--- src/rtl/pgs_params.svh ---
// constants for the port and pin steering block
`ifndef PGS_PARAMS_SVH
`define PGS_PARAMS_SVH

// ----------------------------------------------------------
// register byte offsets
// ----------------------------------------------------------
`define PGS_BASE_A        3'h0
`define PGS_BASE_C        3'h1
`define PGS_OFF_DIR       5'h00
`define PGS_OFF_LEVEL     5'h04
`define PGS_OFF_LATCH     5'h08
`define PGS_OFF_ANALOG    5'h0c
`define PGS_OFF_PULLUP    5'h10
`define PGS_OFF_THRESH    5'h14
`define PGS_OFF_STEER     8'h40

// ----------------------------------------------------------
// reset values
// ----------------------------------------------------------
`define PGS_RST_DIR       6'h3f
`define PGS_RST_LATCH     6'h00
`define PGS_RST_ANALOG    6'h00
`define PGS_RST_PULLUP    6'h00
`define PGS_RST_THRESH    6'h00
`define PGS_RST_STEER     8'h00

// ----------------------------------------------------------
// steering bit positions and masks
// ----------------------------------------------------------
`define PGS_BIT_RX        7
`define PGS_BIT_SDO       6
`define PGS_BIT_SS        5
`define PGS_BIT_T1G       3
`define PGS_BIT_TX        2
`define PGS_BIT_PWMB      1
`define PGS_BIT_CCP       0
`define PGS_STEER_MASK    8'hef
`define PGS_PINS_SMALL    12'h03f
`define PGS_PINS_LARGE    12'hfff

// ----------------------------------------------------------
// pin indices, port a then port c
// ----------------------------------------------------------
`define PGS_RA0           4'h0
`define PGS_RA1           4'h1
`define PGS_RA2           4'h2
`define PGS_RA3           4'h3
`define PGS_RA4           4'h4
`define PGS_RA5           4'h5
`define PGS_RC2           4'h8
`define PGS_RC3           4'h9
`define PGS_RC4           4'ha
`define PGS_RC5           4'hb

`endif

--- src/rtl/pgs_pkg.sv ---
// types for the port and pin steering block
package pgs_pkg;

  // steerable functions, index into the function vectors
  typedef enum logic [2:0] {
    fn_rx   = 3'b000,
    fn_tx   = 3'b001,
    fn_sdo  = 3'b010,
    fn_ss   = 3'b011,
    fn_t1g  = 3'b100,
    fn_pwmb = 3'b101,
    fn_ccp  = 3'b110
  } pgs_fn_type;

  // register kinds behind the address decoder
  typedef enum logic [2:0] {
    reg_dir    = 3'b000,
    reg_level  = 3'b001,
    reg_latch  = 3'b010,
    reg_analog = 3'b011,
    reg_pullup = 3'b100,
    reg_thresh = 3'b101,
    reg_steer  = 3'b110,
    reg_none   = 3'b111
  } pgs_reg_type;

endpackage

--- src/rtl/pgs_sync.sv ---
// two flop synchroniser for the pin inputs
`timescale 1ns/1ps
module pgs_sync (
  input  wire logic        pclk,
  input  wire logic        presetn,
  input  wire logic [11:0] async_in,
  output logic      [11:0] sync_out
);
  logic [11:0] stage1;

  // first stage is read only by the second
  always_ff @(posedge pclk or negedge presetn) begin
    if (!presetn) begin
      stage1   <= 12'h000;
      sync_out <= 12'h000;
    end else begin
      stage1   <= async_in;
      sync_out <= stage1;
    end
  end
endmodule

--- src/rtl/pgs_steer.sv ---
// pin steering matrix for the seven movable functions
`timescale 1ns/1ps
`include "pgs_params.svh"
module pgs_steer (
  input  wire logic        pin14,
  input  wire logic [6:0]  sel,
  input  wire logic [6:0]  func_enable,
  input  wire logic [6:0]  func_out,
  input  wire logic [6:0]  func_drive,
  input  wire logic [11:0] pin_level,
  output logic      [11:0] ovr_active,
  output logic      [11:0] ovr_value,
  output logic      [11:0] ovr_drive,
  output logic      [6:0]  func_in
);
  import pgs_pkg::*;

  // candidate pin for a function, select bit and variant
  function automatic logic [3:0] map_pin(input logic [2:0] fn,
                                         input logic s, input logic w);
    case (fn)
      fn_rx:   map_pin = w ? (s ? `PGS_RA1 : `PGS_RC5) : (s ? `PGS_RA5 : `PGS_RA1);
      fn_sdo:  map_pin = s ? `PGS_RA4 : (w ? `PGS_RC2 : `PGS_RA0);
      fn_ss:   map_pin = w ? (s ? `PGS_RA3 : `PGS_RC3) : (s ? `PGS_RA0 : `PGS_RA3);
      fn_t1g:  map_pin = s ? `PGS_RA3 : `PGS_RA4;
      fn_tx:   map_pin = w ? (s ? `PGS_RA0 : `PGS_RC4) : (s ? `PGS_RA4 : `PGS_RA0);
      fn_pwmb: map_pin = w ? (s ? `PGS_RC2 : `PGS_RC4) : (s ? `PGS_RA4 : `PGS_RA0);
      fn_ccp:  map_pin = w ? (s ? `PGS_RA5 : `PGS_RC5) : (s ? `PGS_RA5 : `PGS_RA2);
      default: map_pin = `PGS_RA0;
    endcase
  endfunction

  // only the selected pin sees the override, the other stays a port pin
  always_comb begin
    logic [3:0] idx;
    idx        = `PGS_RA0;
    ovr_active = 12'h000;
    ovr_value  = 12'h000;
    ovr_drive  = 12'h000;
    func_in    = 7'h00;
    for (int f = 0; f < 7; f++) begin
      idx = map_pin(f[2:0], sel[f], pin14);
      if (func_enable[f]) begin
        ovr_active[idx] = 1'b1;
        ovr_value[idx]  = func_out[f];
        ovr_drive[idx]  = func_drive[f];
      end
      func_in[f] = pin_level[idx];
    end
  end
endmodule

--- src/rtl/pgs_port.sv ---
// apb register file, port latches and pin drivers
//
// The address map and register access over APB were decided locally.
`timescale 1ns/1ps
`include "pgs_params.svh"
module pgs_port #(
  parameter bit PIN14 = 1'b1
) (
  input  wire logic        pclk,
  input  wire logic        presetn,
  input  wire logic        psel,
  input  wire logic        penable,
  input  wire logic        pwrite,
  input  wire logic [7:0]  paddr,
  input  wire logic [31:0] pwdata,
  input  wire logic [3:0]  pstrb,
  output logic      [31:0] prdata,
  output logic             pready,
  output logic             pslverr,
  input  wire logic [6:0]  func_enable,
  input  wire logic [6:0]  func_out,
  input  wire logic [6:0]  func_drive,
  output logic      [6:0]  func_in,
  input  wire logic [11:0] pin_in,
  output logic      [11:0] pin_out,
  output logic      [11:0] pin_oe,
  output logic      [11:0] pin_pullup_en,
  output logic      [11:0] pin_input_en,
  output logic      [11:0] pin_threshold_sel
);
  import pgs_pkg::*;

  // ----------------------------------------------------------
  // storage, index 0 is port a and index 1 is port c
  // ----------------------------------------------------------
  // five arrays share one index, so one strobe picks a row
  logic [5:0]  port_direction [0:1];
  logic [5:0]  port_output_latch [0:1];
  logic [5:0]  port_analog_select [0:1];
  logic [5:0]  port_weak_pullup [0:1];
  logic [5:0]  port_input_threshold [0:1];
  logic [7:0]  pin_function_steering;
  logic [11:0] pin_sync;
  logic [11:0] pin_digital;
  logic [11:0] pins_present;
  logic [11:0] dir_flat;
  logic [11:0] latch_flat;
  logic [11:0] analog_flat;
  logic [11:0] pullup_flat;
  logic [11:0] thresh_flat;
  logic [11:0] ovr_active;
  logic [11:0] ovr_value;
  logic [11:0] ovr_drive;
  logic [11:0] next_oe;
  logic [6:0]  steer_sel;
  logic [3:0]  dec;
  logic        dec_port;
  pgs_reg_type dec_kind;
  logic        wr_en;
  logic        wr_dir;
  logic        wr_latch;
  logic        wr_analog;
  logic        wr_pullup;
  logic        wr_thresh;
  logic        wr_steer;
  logic [7:0]  read_mux;
  logic [31:0] next_prdata;
  logic        next_slverr;
  logic [11:0] next_out;
  logic [11:0] pin_owned;

  // ----------------------------------------------------------
  // address decoding
  // ----------------------------------------------------------

  // returns {port, kind}; port c misses on the small variant
  // a miss raises pslverr and reads back zero
  function automatic logic [3:0] decode_addr(input logic [7:0] a,
                                             input logic w);
    pgs_reg_type k;
    logic        p;
    k = reg_none;
    p = 1'b0;
    if (a == `PGS_OFF_STEER) begin
      k = reg_steer;
    end else if (a[7:5] == `PGS_BASE_A || (a[7:5] == `PGS_BASE_C && w)) begin
      p = (a[7:5] == `PGS_BASE_C);
      case (a[4:0])
        `PGS_OFF_DIR:    k = reg_dir;
        `PGS_OFF_LEVEL:  k = reg_level;
        `PGS_OFF_LATCH:  k = reg_latch;
        `PGS_OFF_ANALOG: k = reg_analog;
        `PGS_OFF_PULLUP: k = reg_pullup;
        `PGS_OFF_THRESH: k = reg_thresh;
        default:         k = reg_none;
      endcase
    end
    decode_addr = {p, k};
  endfunction

  // decoder shared by read capture and write strobe
  assign dec      = decode_addr(paddr, PIN14);
  assign dec_port = dec[3];
  assign dec_kind = pgs_reg_type'(dec[2:0]);

  // write lands at the access edge; registers live in byte lane 0
  // other lanes are ignored, a write with lane 0 off does nothing
  assign wr_en = psel && penable && pwrite && pstrb[0] && (dec_kind != reg_none);

  // one strobe per register; the pin-level address lands in the latch too
  assign wr_dir    = wr_en && (dec_kind == reg_dir);
  assign wr_latch  = wr_en && (dec_kind == reg_latch || dec_kind == reg_level);
  assign wr_analog = wr_en && (dec_kind == reg_analog);
  assign wr_pullup = wr_en && (dec_kind == reg_pullup);
  assign wr_thresh = wr_en && (dec_kind == reg_thresh);
  assign wr_steer  = wr_en && (dec_kind == reg_steer);

  // zero wait state slave; nothing here needs more than one edge
  assign pready = 1'b1;

  // ----------------------------------------------------------
  // port registers
  // ----------------------------------------------------------

  // direction, untouched by any steering write
  // resets to all inputs, so no pin drives before software asks
  always_ff @(posedge pclk or negedge presetn) begin
    if (!presetn) begin
      for (int p = 0; p < 2; p++) begin
        port_direction[p] <= `PGS_RST_DIR;
      end
    end else if (wr_dir) begin
      port_direction[dec_port] <= pwdata[5:0];
    end
  end

  // latch is written through either the latch or the pin-level address
  // read-modify-write must use the latch address, the level one sees pins
  always_ff @(posedge pclk or negedge presetn) begin
    if (!presetn) begin
      for (int p = 0; p < 2; p++) begin
        port_output_latch[p] <= `PGS_RST_LATCH;
      end
    end else if (wr_latch) begin
      port_output_latch[dec_port] <= pwdata[5:0];
    end
  end

  // analog select
  // a selected pin reads low and never reaches a peripheral input
  always_ff @(posedge pclk or negedge presetn) begin
    if (!presetn) begin
      for (int p = 0; p < 2; p++) begin
        port_analog_select[p] <= `PGS_RST_ANALOG;
      end
    end else if (wr_analog) begin
      port_analog_select[dec_port] <= pwdata[5:0];
    end
  end

  // weak pull-up enables
  // gated later, where the driver state is known
  always_ff @(posedge pclk or negedge presetn) begin
    if (!presetn) begin
      for (int p = 0; p < 2; p++) begin
        port_weak_pullup[p] <= `PGS_RST_PULLUP;
      end
    end else if (wr_pullup) begin
      port_weak_pullup[dec_port] <= pwdata[5:0];
    end
  end

  // input threshold selects
  // picks the buffer type only, the level logic never sees it
  always_ff @(posedge pclk or negedge presetn) begin
    if (!presetn) begin
      for (int p = 0; p < 2; p++) begin
        port_input_threshold[p] <= `PGS_RST_THRESH;
      end
    end else if (wr_thresh) begin
      port_input_threshold[dec_port] <= pwdata[5:0];
    end
  end

  // steering, the unimplemented bit never stores
  // a change moves the override at the next edge, the old pin falls back
  always_ff @(posedge pclk or negedge presetn) begin
    if (!presetn) begin
      pin_function_steering <= `PGS_RST_STEER;
    end else if (wr_steer) begin
      pin_function_steering <= pwdata[7:0] & `PGS_STEER_MASK;
    end
  end

  // ----------------------------------------------------------
  // flattened views, port a in the low six bits
  // ----------------------------------------------------------
  assign pins_present = PIN14 ? `PGS_PINS_LARGE : `PGS_PINS_SMALL;

  // port c rows exist on both variants, masked off on the small one
  for (genvar g = 0; g < 2; g++) begin : g_flat
    assign dir_flat[6*g +: 6]    = port_direction[g];
    assign latch_flat[6*g +: 6]  = port_output_latch[g];
    assign analog_flat[6*g +: 6] = port_analog_select[g];
    assign pullup_flat[6*g +: 6] = port_weak_pullup[g];
    assign thresh_flat[6*g +: 6] = port_input_threshold[g];
  end

  // ----------------------------------------------------------
  // pin input path
  // ----------------------------------------------------------

  // pins are asynchronous to pclk
  // two flops, so a pin change reads back two edges late
  pgs_sync u_sync (
    .pclk     (pclk),
    .presetn  (presetn),
    .async_in (pin_in),
    .sync_out (pin_sync)
  );

  // analog pins read low, their buffer being off
  assign pin_digital = pin_sync & ~analog_flat & pins_present;

  // ----------------------------------------------------------
  // steering
  // ----------------------------------------------------------

  // logical select per function, in function order
  // bit 4 has no function and never reaches the matrix
  assign steer_sel[fn_rx]   = pin_function_steering[`PGS_BIT_RX];
  assign steer_sel[fn_tx]   = pin_function_steering[`PGS_BIT_TX];
  assign steer_sel[fn_sdo]  = pin_function_steering[`PGS_BIT_SDO];
  assign steer_sel[fn_ss]   = pin_function_steering[`PGS_BIT_SS];
  assign steer_sel[fn_t1g]  = pin_function_steering[`PGS_BIT_T1G];
  assign steer_sel[fn_pwmb] = pin_function_steering[`PGS_BIT_PWMB];
  assign steer_sel[fn_ccp]  = pin_function_steering[`PGS_BIT_CCP];

  // route function overrides and inputs to the selected pins
  // two enabled functions on one pin: the higher index wins
  pgs_steer u_steer (
    .pin14       (PIN14),
    .sel         (steer_sel),
    .func_enable (func_enable),
    .func_out    (func_out),
    .func_drive  (func_drive),
    .pin_level   (pin_digital),
    .ovr_active  (ovr_active),
    .ovr_value   (ovr_value),
    .ovr_drive   (ovr_drive),
    .func_in     (func_in)
  );

  // ----------------------------------------------------------
  // pin output path
  // ----------------------------------------------------------

  // a peripheral owns a pin only where it is steered and the pin exists
  assign pin_owned = ovr_active & pins_present;

  // direction one releases the driver unless a peripheral owns the pin
  assign next_oe  = pin_owned & ovr_drive | ~ovr_active & ~dir_flat & pins_present;

  // unowned pins show the latch, never the sampled level
  assign next_out = pin_owned & ovr_value | ~ovr_active & latch_flat & pins_present;

  // drivers are registered so pins never glitch on decode
  always_ff @(posedge pclk or negedge presetn) begin
    if (!presetn) begin
      pin_out <= 12'h000;
      pin_oe  <= 12'h000;
    end else begin
      pin_out <= next_out;
      pin_oe  <= next_oe;
    end
  end

  // pull-up only while nothing drives the pin, so no fight with the driver
  // buffer enable and threshold share the edge, so a pin changes at once
  always_ff @(posedge pclk or negedge presetn) begin
    if (!presetn) begin
      pin_pullup_en     <= 12'h000;
      pin_input_en      <= 12'h000;
      pin_threshold_sel <= 12'h000;
    end else begin
      pin_pullup_en     <= pullup_flat & ~next_oe & pins_present;
      pin_input_en      <= ~analog_flat & pins_present;
      pin_threshold_sel <= thresh_flat & pins_present;
    end
  end

  // ----------------------------------------------------------
  // read path
  // ----------------------------------------------------------

  // read source by decoded kind
  // unused bits read zero so software can mask freely
  always_comb begin
    read_mux = 8'h00;
    case (dec_kind)
      reg_dir:    read_mux = {2'b00, port_direction[dec_port]};
      reg_level:  read_mux = {2'b00, dec_port ? pin_digital[11:6] : pin_digital[5:0]};
      reg_latch:  read_mux = {2'b00, port_output_latch[dec_port]};
      reg_analog: read_mux = {2'b00, port_analog_select[dec_port]};
      reg_pullup: read_mux = {2'b00, port_weak_pullup[dec_port]};
      reg_thresh: read_mux = {2'b00, port_input_threshold[dec_port]};
      reg_steer:  read_mux = pin_function_steering;
      default:    read_mux = 8'h00;
    endcase
  end

  // answer built in the setup cycle; a write reads back zero
  assign next_prdata = pwrite ? 32'h00000000 : {24'h000000, read_mux};
  assign next_slverr = (dec_kind == reg_none);

  // captured in the setup cycle, presented in the access cycle
  // and held until the next setup, so a slow master still sees it
  always_ff @(posedge pclk or negedge presetn) begin
    if (!presetn) begin
      prdata  <= 32'h00000000;
      pslverr <= 1'b0;
    end else if (psel && !penable) begin
      prdata  <= next_prdata;
      pslverr <= next_slverr;
    end
  end
endmodule

--- config.mk ---
export PLATFORM = sky130hd
export DESIGN_NAME = pgs_port
export DESIGN_NICKNAME = d
export VERILOG_FILES = /design/src/rtl/pgs_pkg.sv /design/src/rtl/pgs_sync.sv /design/src/rtl/pgs_steer.sv /design/src/rtl/pgs_port.sv
export VERILOG_INCLUDE_DIRS = /design/src /design/src/rtl
export SDC_FILE = /design/constraint.sdc
export NUM_CORES = 1
export LEC_CHECK = 0
export BUFFER_PORTS_ARGS = -buffer_cell sky130_fd_sc_hd__buf_2
export CAP_MARGIN = 10
export CELL_PAD_IN_SITES_DETAIL_PLACEMENT = 0
export CELL_PAD_IN_SITES_GLOBAL_PLACEMENT = 1
export CORE_UTILIZATION = 25
export CTS_BUF_LIST = sky130_fd_sc_hd__clkbuf_2
export DETAILED_ROUTE_END_ITERATION = 7
export GPL_TIMING_DRIVEN = 0
export PLACE_DENSITY = 0.57
export SLEW_MARGIN = 20
export SYNTH_ARGS = -nofsm -noshare
export SYNTH_HDL_FRONTEND = slang
export SYNTH_SLANG_ARGS = --single-unit
--- constraint.sdc ---
create_clock -name pclk -period 1.95 [get_ports pclk]
set_input_delay 0.2925 -clock pclk [delete_from_list [all_inputs] [get_ports pclk]]
set_output_delay 0.2925 -clock pclk [all_outputs]
set_load 0.02 [all_outputs]
-- Yosys cells after proc, flatten, opt, wreduce, memory -nomap -nowiden
Cells that the tools add are included.
- memories: 0
- bits in latches: 0
- ROM bits: 0
- input port bits: 82
- memory bits (writable): 0
- logic and storage cells: 195
- register bits: 184
- reductions and logical operators: 25
- divide/modulo/power cells: 0
- $lt $le $gt $ge: 16
- shifts and indexed selects: 0
- add/sub/neg operators: 0
- equal/unequal tests: 15
- multiply operators: 0
- mux-type cells: 98
- bitwise logic cells: 21
- operators with widths (cell ; count):
    two-way mux 12 bit ; 21
    bitwise mux 12 bit ; 17
    two-way mux 6 bit ; 17
    bitwise AND 12 bit ; 8
    OR 12 bit ; 8
    one-hot mux 8 bit (7 select lines) ; 1
    inverter 12 bit ; 4
    less-than comparator 4 x 5 -> 1 bit (second input constant) ; 7
    binary-select mux 1 bit (select 4 bit) ; 7
    demux 1 bit (select 4 bit) ; 7
    >= comparator 4 x 1 -> 1 bit (second input constant) ; 7
    two-way mux 4 bit ; 5
    logical AND 1 bit ; 19
    one-hot mux 3 bit (6 select lines) ; 1
    two-way mux 1 bit ; 16
    == test 3 bit (second input constant) ; 4
    == test 5 x 4 -> 1 bit (second input constant) ; 2
    == test 5 bit (second input constant) ; 2
    two-way mux 3 bit ; 3
    == test 8 x 7 -> 1 bit (second input constant) ; 1
    two-way mux 8 bit ; 1
    demux 6 bit (select 1 bit) ; 1
    == test 3 x 1 -> 1 bit (second input constant) ; 2
    == test 3 x 2 -> 1 bit (second input constant) ; 2
    10 further kinds ; 12

-- Logic depth before layout (Yosys ltp)
Gate-level depths: netlist of run 1.
- word-level depth: 23
- mapped depth: 7
- gate-level depth less buffers: 5

-- Hierarchy
Synthesis of run 1 repeated with hierarchy kept, for this count alone.
- cell total of the unflattened synthesis: 642
- area total of the unflattened synthesis: 7387.1 um^2
- modules (own cells, without submodules) (module ; area each (um^2) ; instances ; sequential area each (um^2) ; cells each):
    pgs_port ; 5814.3 ; 1 ; 3418.3 ; 481
    pgs_steer ; 972.2 ; 1 ; 0.0 ; 137
    pgs_sync ; 600.6 ; 1 ; 600.6 ; 24

-- Worst setup path before layout of run 1
OpenSTA, ideal clock, no wires.
- kind: input port to flip-flop
- start: input port paddr[7]
- end: register port_direction, in the netlist dir_flat[10]
- arrival time: 1.715 ns
- required time: 1.868 ns
- cell stages on the path: 6
- path slack: 0.152 ns
- path buffers: 1
- path through: or3b_1 -> buf_2 -> nor2_2 -> nand2_2 -> nor3_4 -> mux2_2
- word-level cells in the longest chain between the ends: 10
- elaborated cells on any way between the ends: 19
- classes of those cells: order compare (2); eq/ne (3); mux (7); bitwise (1); reduce/logical (6)
- RTL lines (what ; line ; source):
    start, declared ; pgs_port.sv:14 ; input wire logic [7:0] paddr,
    == test 3 x 1 -> 1 bit (no line) or logical NOT 3 bit (tied branches) ; -- ;
    logical OR 1 bit ; pgs_port.sv:86 ; end else if (a[7:5] == `PGS_BASE_A || (a[7:5] == `PGS_BASE_C && w)) begin
    two-way mux 1 bit ; pgs_port.sv:86 ;
    two-way mux 1 bit ; pgs_port.sv:84 ; if (a == `PGS_OFF_STEER) begin
    inverter 1 -> 2 bit (not written as such) ; pgs_port.sv:133 ; port_direction[dec_port] <= pwdata[5:0];
    >= comparator 2 bit (not written as such) or less-than comparator 2 x 1 -> 1 bit (tied branches) ; pgs_port.sv:133 ;
    logical AND 1 bit (not written as such) ; pgs_port.sv:133 ;
    two-way mux 6 bit (not written as such) ; pgs_port.sv:133 ;
    demux 6 bit (select 1 bit) ; pgs_port.sv:133 ;
    bitwise mux 12 bit ; pgs_port.sv:133 ;
    end signal, assigned by index ; pgs_port.sv:130 ; port_direction[p] <= `PGS_RST_DIR;
    end signal, assigned by index ; pgs_port.sv:133 ;
    end, declared ; pgs_port.sv:37 ; logic [5:0] port_direction [0:1];
Several ways; a longest one is shown, not always the timed one.
A chain may end at the register's enable or synchronous reset.

-- Worst setup path in the final report of run 1
- start: register pin_function_steering[5]
- end: output port func_in[3]
- word-level cells in the longest chain between the ends: 3
- RTL lines (what ; line ; source):
    start, declared ; pgs_port.sv:42 ; logic [7:0] pin_function_steering;
    start signal, assigned ; pgs_port.sv:189 ; pin_function_steering <= `PGS_RST_STEER;
    start signal, assigned ; pgs_port.sv:191 ; pin_function_steering <= pwdata[7:0] & `PGS_STEER_MASK;
    two-way mux 4 bit (no line) ; -- ;
    binary-select mux 1 bit (select 4 bit) ; pgs_steer.sv:48 ; func_in[f] = pin_level[idx];
    two-way mux 1 bit (not written as such) ; pgs_steer.sv:48 ;
    end, declared ; pgs_port.sv:23 ; output logic [6:0] func_in,
Every way passes these cells. The select of a mux whose other input is x is not followed.

==> metrics, run 1 <==
status=complete, but fails checks; failing checks=setup timing; met3 Use GR=under 10%; initial antenna violation count=3; area leader, netlist=dfrtp_1; post-route insts no fill=approximately 1100; combinational power share=10.6%; Synth Instances=approximately 500; Main synth FF type=dfrtp_1; worst vdd rail ir drop=roughly 0.00026 V; critical path type=reg2out; Placed Area=between 7000 and 8000 um2; Setup-failing EPs final=16; H-tree depth=4; Worst-path clk slew=between 0.2 and 0.3 ns; Netlist Area Pre-Place=6780 um2; Die X=approximately 170 um; synth unique cells=60; Setup crit end kind=primary output; Row Count=59; RSZ-0062 raised after global routing=yes; number of synthesized flops with an enable pin=0; final hold violations=0; clock skew=slightly below 0.04 ns; clock share of power=around a third; Final nets=between 800 and 900; filler instances=2675; die height=between 150 and 200 um; CTS tree=yes; reg2reg start=pin_function_steering[6]; worst hold slack=0.0919 ns; Synth area leaders=dfrtp_1, mux2_2, dfstp_2; clk buf depth=2; fin worst setup slack=-0.0816 ns; R2R Setup Slk=around 0.10 ns; switching pwr=about 1.6 mW; fin util=35.2%; critical path required time=roughly 1.7 ns; post-layout instance area=between 9000 and 10000 um2; Final period util=104%; worst-path maximum fanout=2; Root Buffer=clkbuf_2; Leak=4.42 nW; Port Buffers=approximately 130; IO Pins=between 150 and 200; fmax=a little under 500 MHz; proportion of layout cells with a drive suffix above 1=approximately 44%; max-slew violation count=0; final WL=20.2 mm; worst r2r dst=pin_pullup_en[8]; Multi-input gate area=~2500 um2; minimum clock period=between 2 and 2.5 ns; sequential-to-total area share from yosys stat=around three fifths; total track usage=15.1%; most frequent cells in the layout=dfrtp_1, buf_2, dlygate4sd3_1; clock sink count=160; core footprint=26400 um2; asr flop ratio synth=100%; via-per-instance ratio=between 4 and 5; Final HPWL DP=between 10 and 15 mm; synthesis-stage register bit count=160; DRC=0; clock latency on the worst-skew pair=0.76 ns; grt total ovfl=0; largest net degree at the start of global routing=90; cells on worst reg2reg path=6; CP startpoint kind=register; total power=between 6 and 7 mW; Initial Utilization=between 20% and 30%; Post-DRT Antenna Nets=0; Placed Instances=~1000; Synth-to-Final Area Change=36.6%; Critical Path AT=approximately 1.7 ns; Vias=around 4800; busiest grt layer=met2; sw frac=between 20% and 30%; first-pass GRT wire length=approximately 31 mm; register area=4030 um2; most common cell after layout, fill and taps aside=dfrtp_1; hold crit path type=in2async; GR Util met2=between 20% and 30%; WL per Instance=around 18 um; die area=roughly 28000 um2; DRT iter0 DRCs=~280; Placer Congestion=between 0.8 and 0.9; YS warnings=0; sequential share of power=a little under three fifths; Internal=~4.5 mW; post-synth top area share=54.6%; number of global-route vias before repair=roughly 5000; M1 GR Usage=21.0%; Rel. slew slack=between 50% and 60%; CTS buffer count=17; PD cells=approximately 660 nW/um2; Slew @ Worst Pin=0.687 ns; drt pass-1 iters=4; Max Cap Viol=0; Syn Area/Cell=~13 um2
==> metrics by stage <==
stage | worst slack (ns) | TNS (ns)
after floorplan | 0.152 | 0
after global placement | -2.03 | -332.83
after detailed placement | -0.518 | -23.38
after CTS | -0.188 | -1.41
after global routing | -0.213 | -1.14
final | -0.0816 | -0.505
==> worst max-delay path by stage <==
stage / start / end / cells past startpoint
finish: pin_function_steering[5] / func_in[3] / 3
global route: pin_function_steering[5] / func_in[3] / 3
CTS: pin_function_steering[5] / func_in[3] / 3
detailed placement: paddr[6] / port_weak_pullup[11] / 5
global placement: presetn / u_sync.stage1[1] / 1
floorplan: paddr[7] / dir_flat[10] / 6
==> area by class of cell <==
class	instances	share of cell area, %
clock inverters	15	2.08
clock buffers	17	0.918
multi-input cells	311	27.4
diodes	4	0.108
well taps	335	4.52
plain buffers	42	3.44
repair buffers	220	17.3
inverters	19	0.824
flip-flops and latches	160	43.4
==> cells by family after synthesis <==
logic type | after synthesis | share of synthesized area, %
DFF | 160 | 59.3
and+or+nand+nor | 127 | 11.2
muxes | 102 | 18.0
buffers and inverters | 61 | 5.76
AOI/OAI and AO/OA | 56 | 5.59
other | 2 | 0.111
xor gates and xnor gates | 1 | 0.129
==> repair_timing <==
action / 4_1_cts / 5_1_grt
cloned: 0 / 0
setup buffers: 17 / 8
pin swaps: 0 / 4
gates resized for setup: 31 / 15
hold buffers: 66 / 0
endpoints found under the setup margin: 7 / 52
hold endpoints to repair: 217 / 0
==> worst max-delay path: stages, from the launching register on <==
cell and delay, ns:
dfrtp_2 0.48, inv_4 0.08, mux2_4 0.30, buf_6 0.13
==> cells in the mapped netlist (3+ instances only) <==
| library cell | number |
|---|---|
| mux2_1 | 10 |
| clkbuf_1 | 7 |
| mux2_2 | 65 |
| a22oi_1 | 5 |
| nand2_1 | 42 |
| clkbuf_8 | 3 |
| nand3_1 | 11 |
| a31oi_1 | 3 |
| nor2b_1 | 18 |
| o21a_1 | 3 |
| a21oi_1 | 12 |
| dfstp_2 | 12 |
| inv_1 | 19 |
| mux4_2 | 7 |
| and2_1 | 3 |
| a32oi_1 | 5 |
| o21ai_0 | 10 |
| mux2i_1 | 19 |
| nand4_1 | 3 |
| o22ai_1 | 3 |
| nor2_1 | 16 |
| buf_4 | 26 |
| o211ai_1 | 6 |
| dfrtp_1 | 148 |
| nand2b_1 | 4 |
==> power by group through the flow <==
| stage | Sequential [mW] | Combinational (mW) | Clock (mW) |
|---|---|---|---|
| floorplan | 3.49 | 0.256 | 0 |
| global placement | 3.47 | 0.522 | 0 |
| detailed placement | 3.47 | 0.529 | 0 |
| CTS | 3.42 | 0.651 | 2.17 |
| global route | 3.43 | 0.709 | 2.30 |
| finish | 3.41 | 0.651 | 2.06 |
==> routing by layer <==
metal  vias up  part of all wire, %
li1       2263                    -
met4         0                  1.0
met5         -                    0
met3        17                  4.3
met1      2400                   49
met2       124                   46
Power figures use the tool's default switching activity.
==> inputs of run 2 (changes only) <==
==> constraint.sdc (replaced) <==
create_clock -name pclk -period 1.95 [get_ports pclk]
set_input_delay 0.2925 -clock pclk [delete_from_list [all_inputs] [get_ports pclk]]
set_output_delay 0.2925 -clock pclk [all_outputs]
set_load 0.005 [all_outputs]
==> metrics, run 2 (same netlist as run 1, synthesis figures left out) <==
status=complete, but fails checks; failing checks=setup timing; DRT iter0 DRCs=235 (-15%); WL per Instance=17.9 um (-0.48%); Initial Utilization=25.7% (unchanged); largest net degree at the start of global routing=90 (unchanged); fin util=35.0% (-0.14 points); Synth-to-Final Area Change=36.1%; core footprint=26400 um2 (unchanged); drt pass-1 iters=4 (unchanged); first-pass GRT wire length=30.6 mm (-0.25%); critical path type=reg2out; worst-path maximum fanout=2 (unchanged); Worst-path clk slew=0.22 ns (-0.03 ns); clock latency on the worst-skew pair=0.76 ns (about the same); clk buf depth=2 (unchanged); Placer Congestion=0.859 (unchanged); IO Pins=183 (unchanged); Row Count=59 (unchanged); Final HPWL DP=14.1 mm (unchanged); Setup-failing EPs final=11 (-5); Max Cap Viol=0 (unchanged); Rel. slew slack=54.3% (about the same); Internal=4.50 mW (-0.21%); RSZ-0062 raised after global routing=yes; Setup crit end kind=primary output; clock sink count=160 (unchanged); worst vdd rail ir drop=0.000255 V (about the same); Vias=4772 (-0.67%); max-slew violation count=0 (unchanged); filler instances=2683 (+0.30%); Final period util=104% (-0.64 points); post-route insts no fill=1123 (unchanged); Post-DRT Antenna Nets=0 (unchanged); Critical Path AT=1.73 ns (about the same); Die X=167 um (unchanged); clock skew=0.0389 ns (-0.000774 ns); switching pwr=1.54 mW (-4.8%); sw frac=25.5% (-0.90 points); Root Buffer=clkbuf_2; Port Buffers=128 (unchanged); final WL=20.1 mm (-0.48%); critical path required time=1.66 ns (about the same); most frequent cells in the layout=dfrtp_1, buf_2, dlygate4sd3_1; Final nets=853 (unchanged); initial antenna violation count=3 (unchanged); H-tree depth=4 (unchanged); number of global-route vias before repair=4889 (-0.24%); CP startpoint kind=register; Slew @ Worst Pin=0.686 ns (-0.000274 ns); die area=27800 um2 (unchanged); proportion of layout cells with a drive suffix above 1=44.1% (-0.13 points); grt total ovfl=0 (unchanged); CTS buffer count=17 (unchanged); die height=167 um (unchanged); combinational power share=9.5% (-1.1 points); fmax=495 MHz (+0.62%); R2R Setup Slk=0.09 ns (about the same); sequential share of power=56.5% (+0.8 points); total track usage=15.1% (-0.046 points); minimum clock period=2.02 ns (-0.0124 ns); final hold violations=0 (unchanged); clock share of power=34.0% (+0.4 points); fin worst setup slack=-0.0692 ns (+0.0124 ns); CTS tree=yes; most common cell after layout, fill and taps aside=dfrtp_1; via-per-instance ratio=4.25 (-0.67%); PD cells=655 nW/um2 (-1.0%); Leak=4.40 nW (-0.33%); Placed Instances=996 (unchanged); DRC=0 (unchanged); hold crit path type=in2reg
-- run 2: what timing repair did --
action                                 in CTS  in global routing
endpoints found under the hold margin     217                  0
setup buffers                              16                  9
pin swaps                                   0                  4
resized for setup                          24                 10
gates cloned                                0                  0
hold buffers                               66                  0
setup endpoints to repair                   7                 52
-- run 2: critical path: stages (launching register included) --
cell and delay [ns]:
dfrtp_2 0.48, inv_4 0.08, mux2_4 0.30, buf_6 0.12
-- run 2: worst paths after layout --
kind                                     startpoint                   to  depth (start not counted)
setup / recovery           pin_function_steering[5]           func_in[3]                          3
hold / removal                             paddr[6]            prdata[6]                          5
setup reg to reg           pin_function_steering[6]     pin_pullup_en[8]                          6
hold reg to reg                    u_sync.stage1[3]   u_sync.sync_out[3]                          0
max in group asynchronous                   presetn       analog_flat[3]                          3
min in group asynchronous                   presetn  port_weak_pullup[3]                          2
-- run 2: per-layer routing --
layer	routed length [um]	global-route usage (%)	vias up	part of all wire, %
li1	-	-	2263	-
met1	9790	21.0	2373	49
met2	9180	23.5	121	46
met3	908	3.30	15	4.5
met4	201	4.23	0	1.0
met5	0	0	-	0
-- run 2: power by group through the flow --
stage | Clock [mW] | Combinational [mW] | Sequential, mW
3_5_place_dp | 0 | 0.458 | 3.47
3_3_place_gp | 0 | 0.451 | 3.47
4_1_cts | 2.17 | 0.575 | 3.42
2_1_floorplan | 0 | 0.213 | 3.47
5_1_grt | 2.30 | 0.629 | 3.43
6_report | 2.05 | 0.572 | 3.41
-- run 2: final cells by class --
cell class / count / area (um2) / share of cell area [%]
diodes: 4 / 10.0 / 0.108
plain buffers: 42 / 319 / 3.46
clock buffers: 17 / 85.1 / 0.922
clock inverters: 15 / 193 / 2.09
inverters: 19 / 76.3 / 0.827
multi-input cells: 311 / 2530 / 27.4
flip-flops and latches: 160 / 4030 / 43.6
well taps: 335 / 419 / 4.54
repair buffers: 220 / 1570 / 17.0
-- run 2: metrics by stage --
stage                     TNS [ns]  power [mW]  worst slack [ns]  hold slack, ns  area [um2]
after floorplan                  0        3.68             0.152        -0.00309        6870
after global placement     -332.83        3.92             -2.03           0.335        7930
after detailed placement    -23.38        3.93            -0.518           0.335        7970
after CTS                    -1.20        6.16            -0.173          0.0207        9070
after global routing        -0.986        6.35            -0.198          0.0323        9220
final                       -0.371        6.04           -0.0692          0.0873        9230
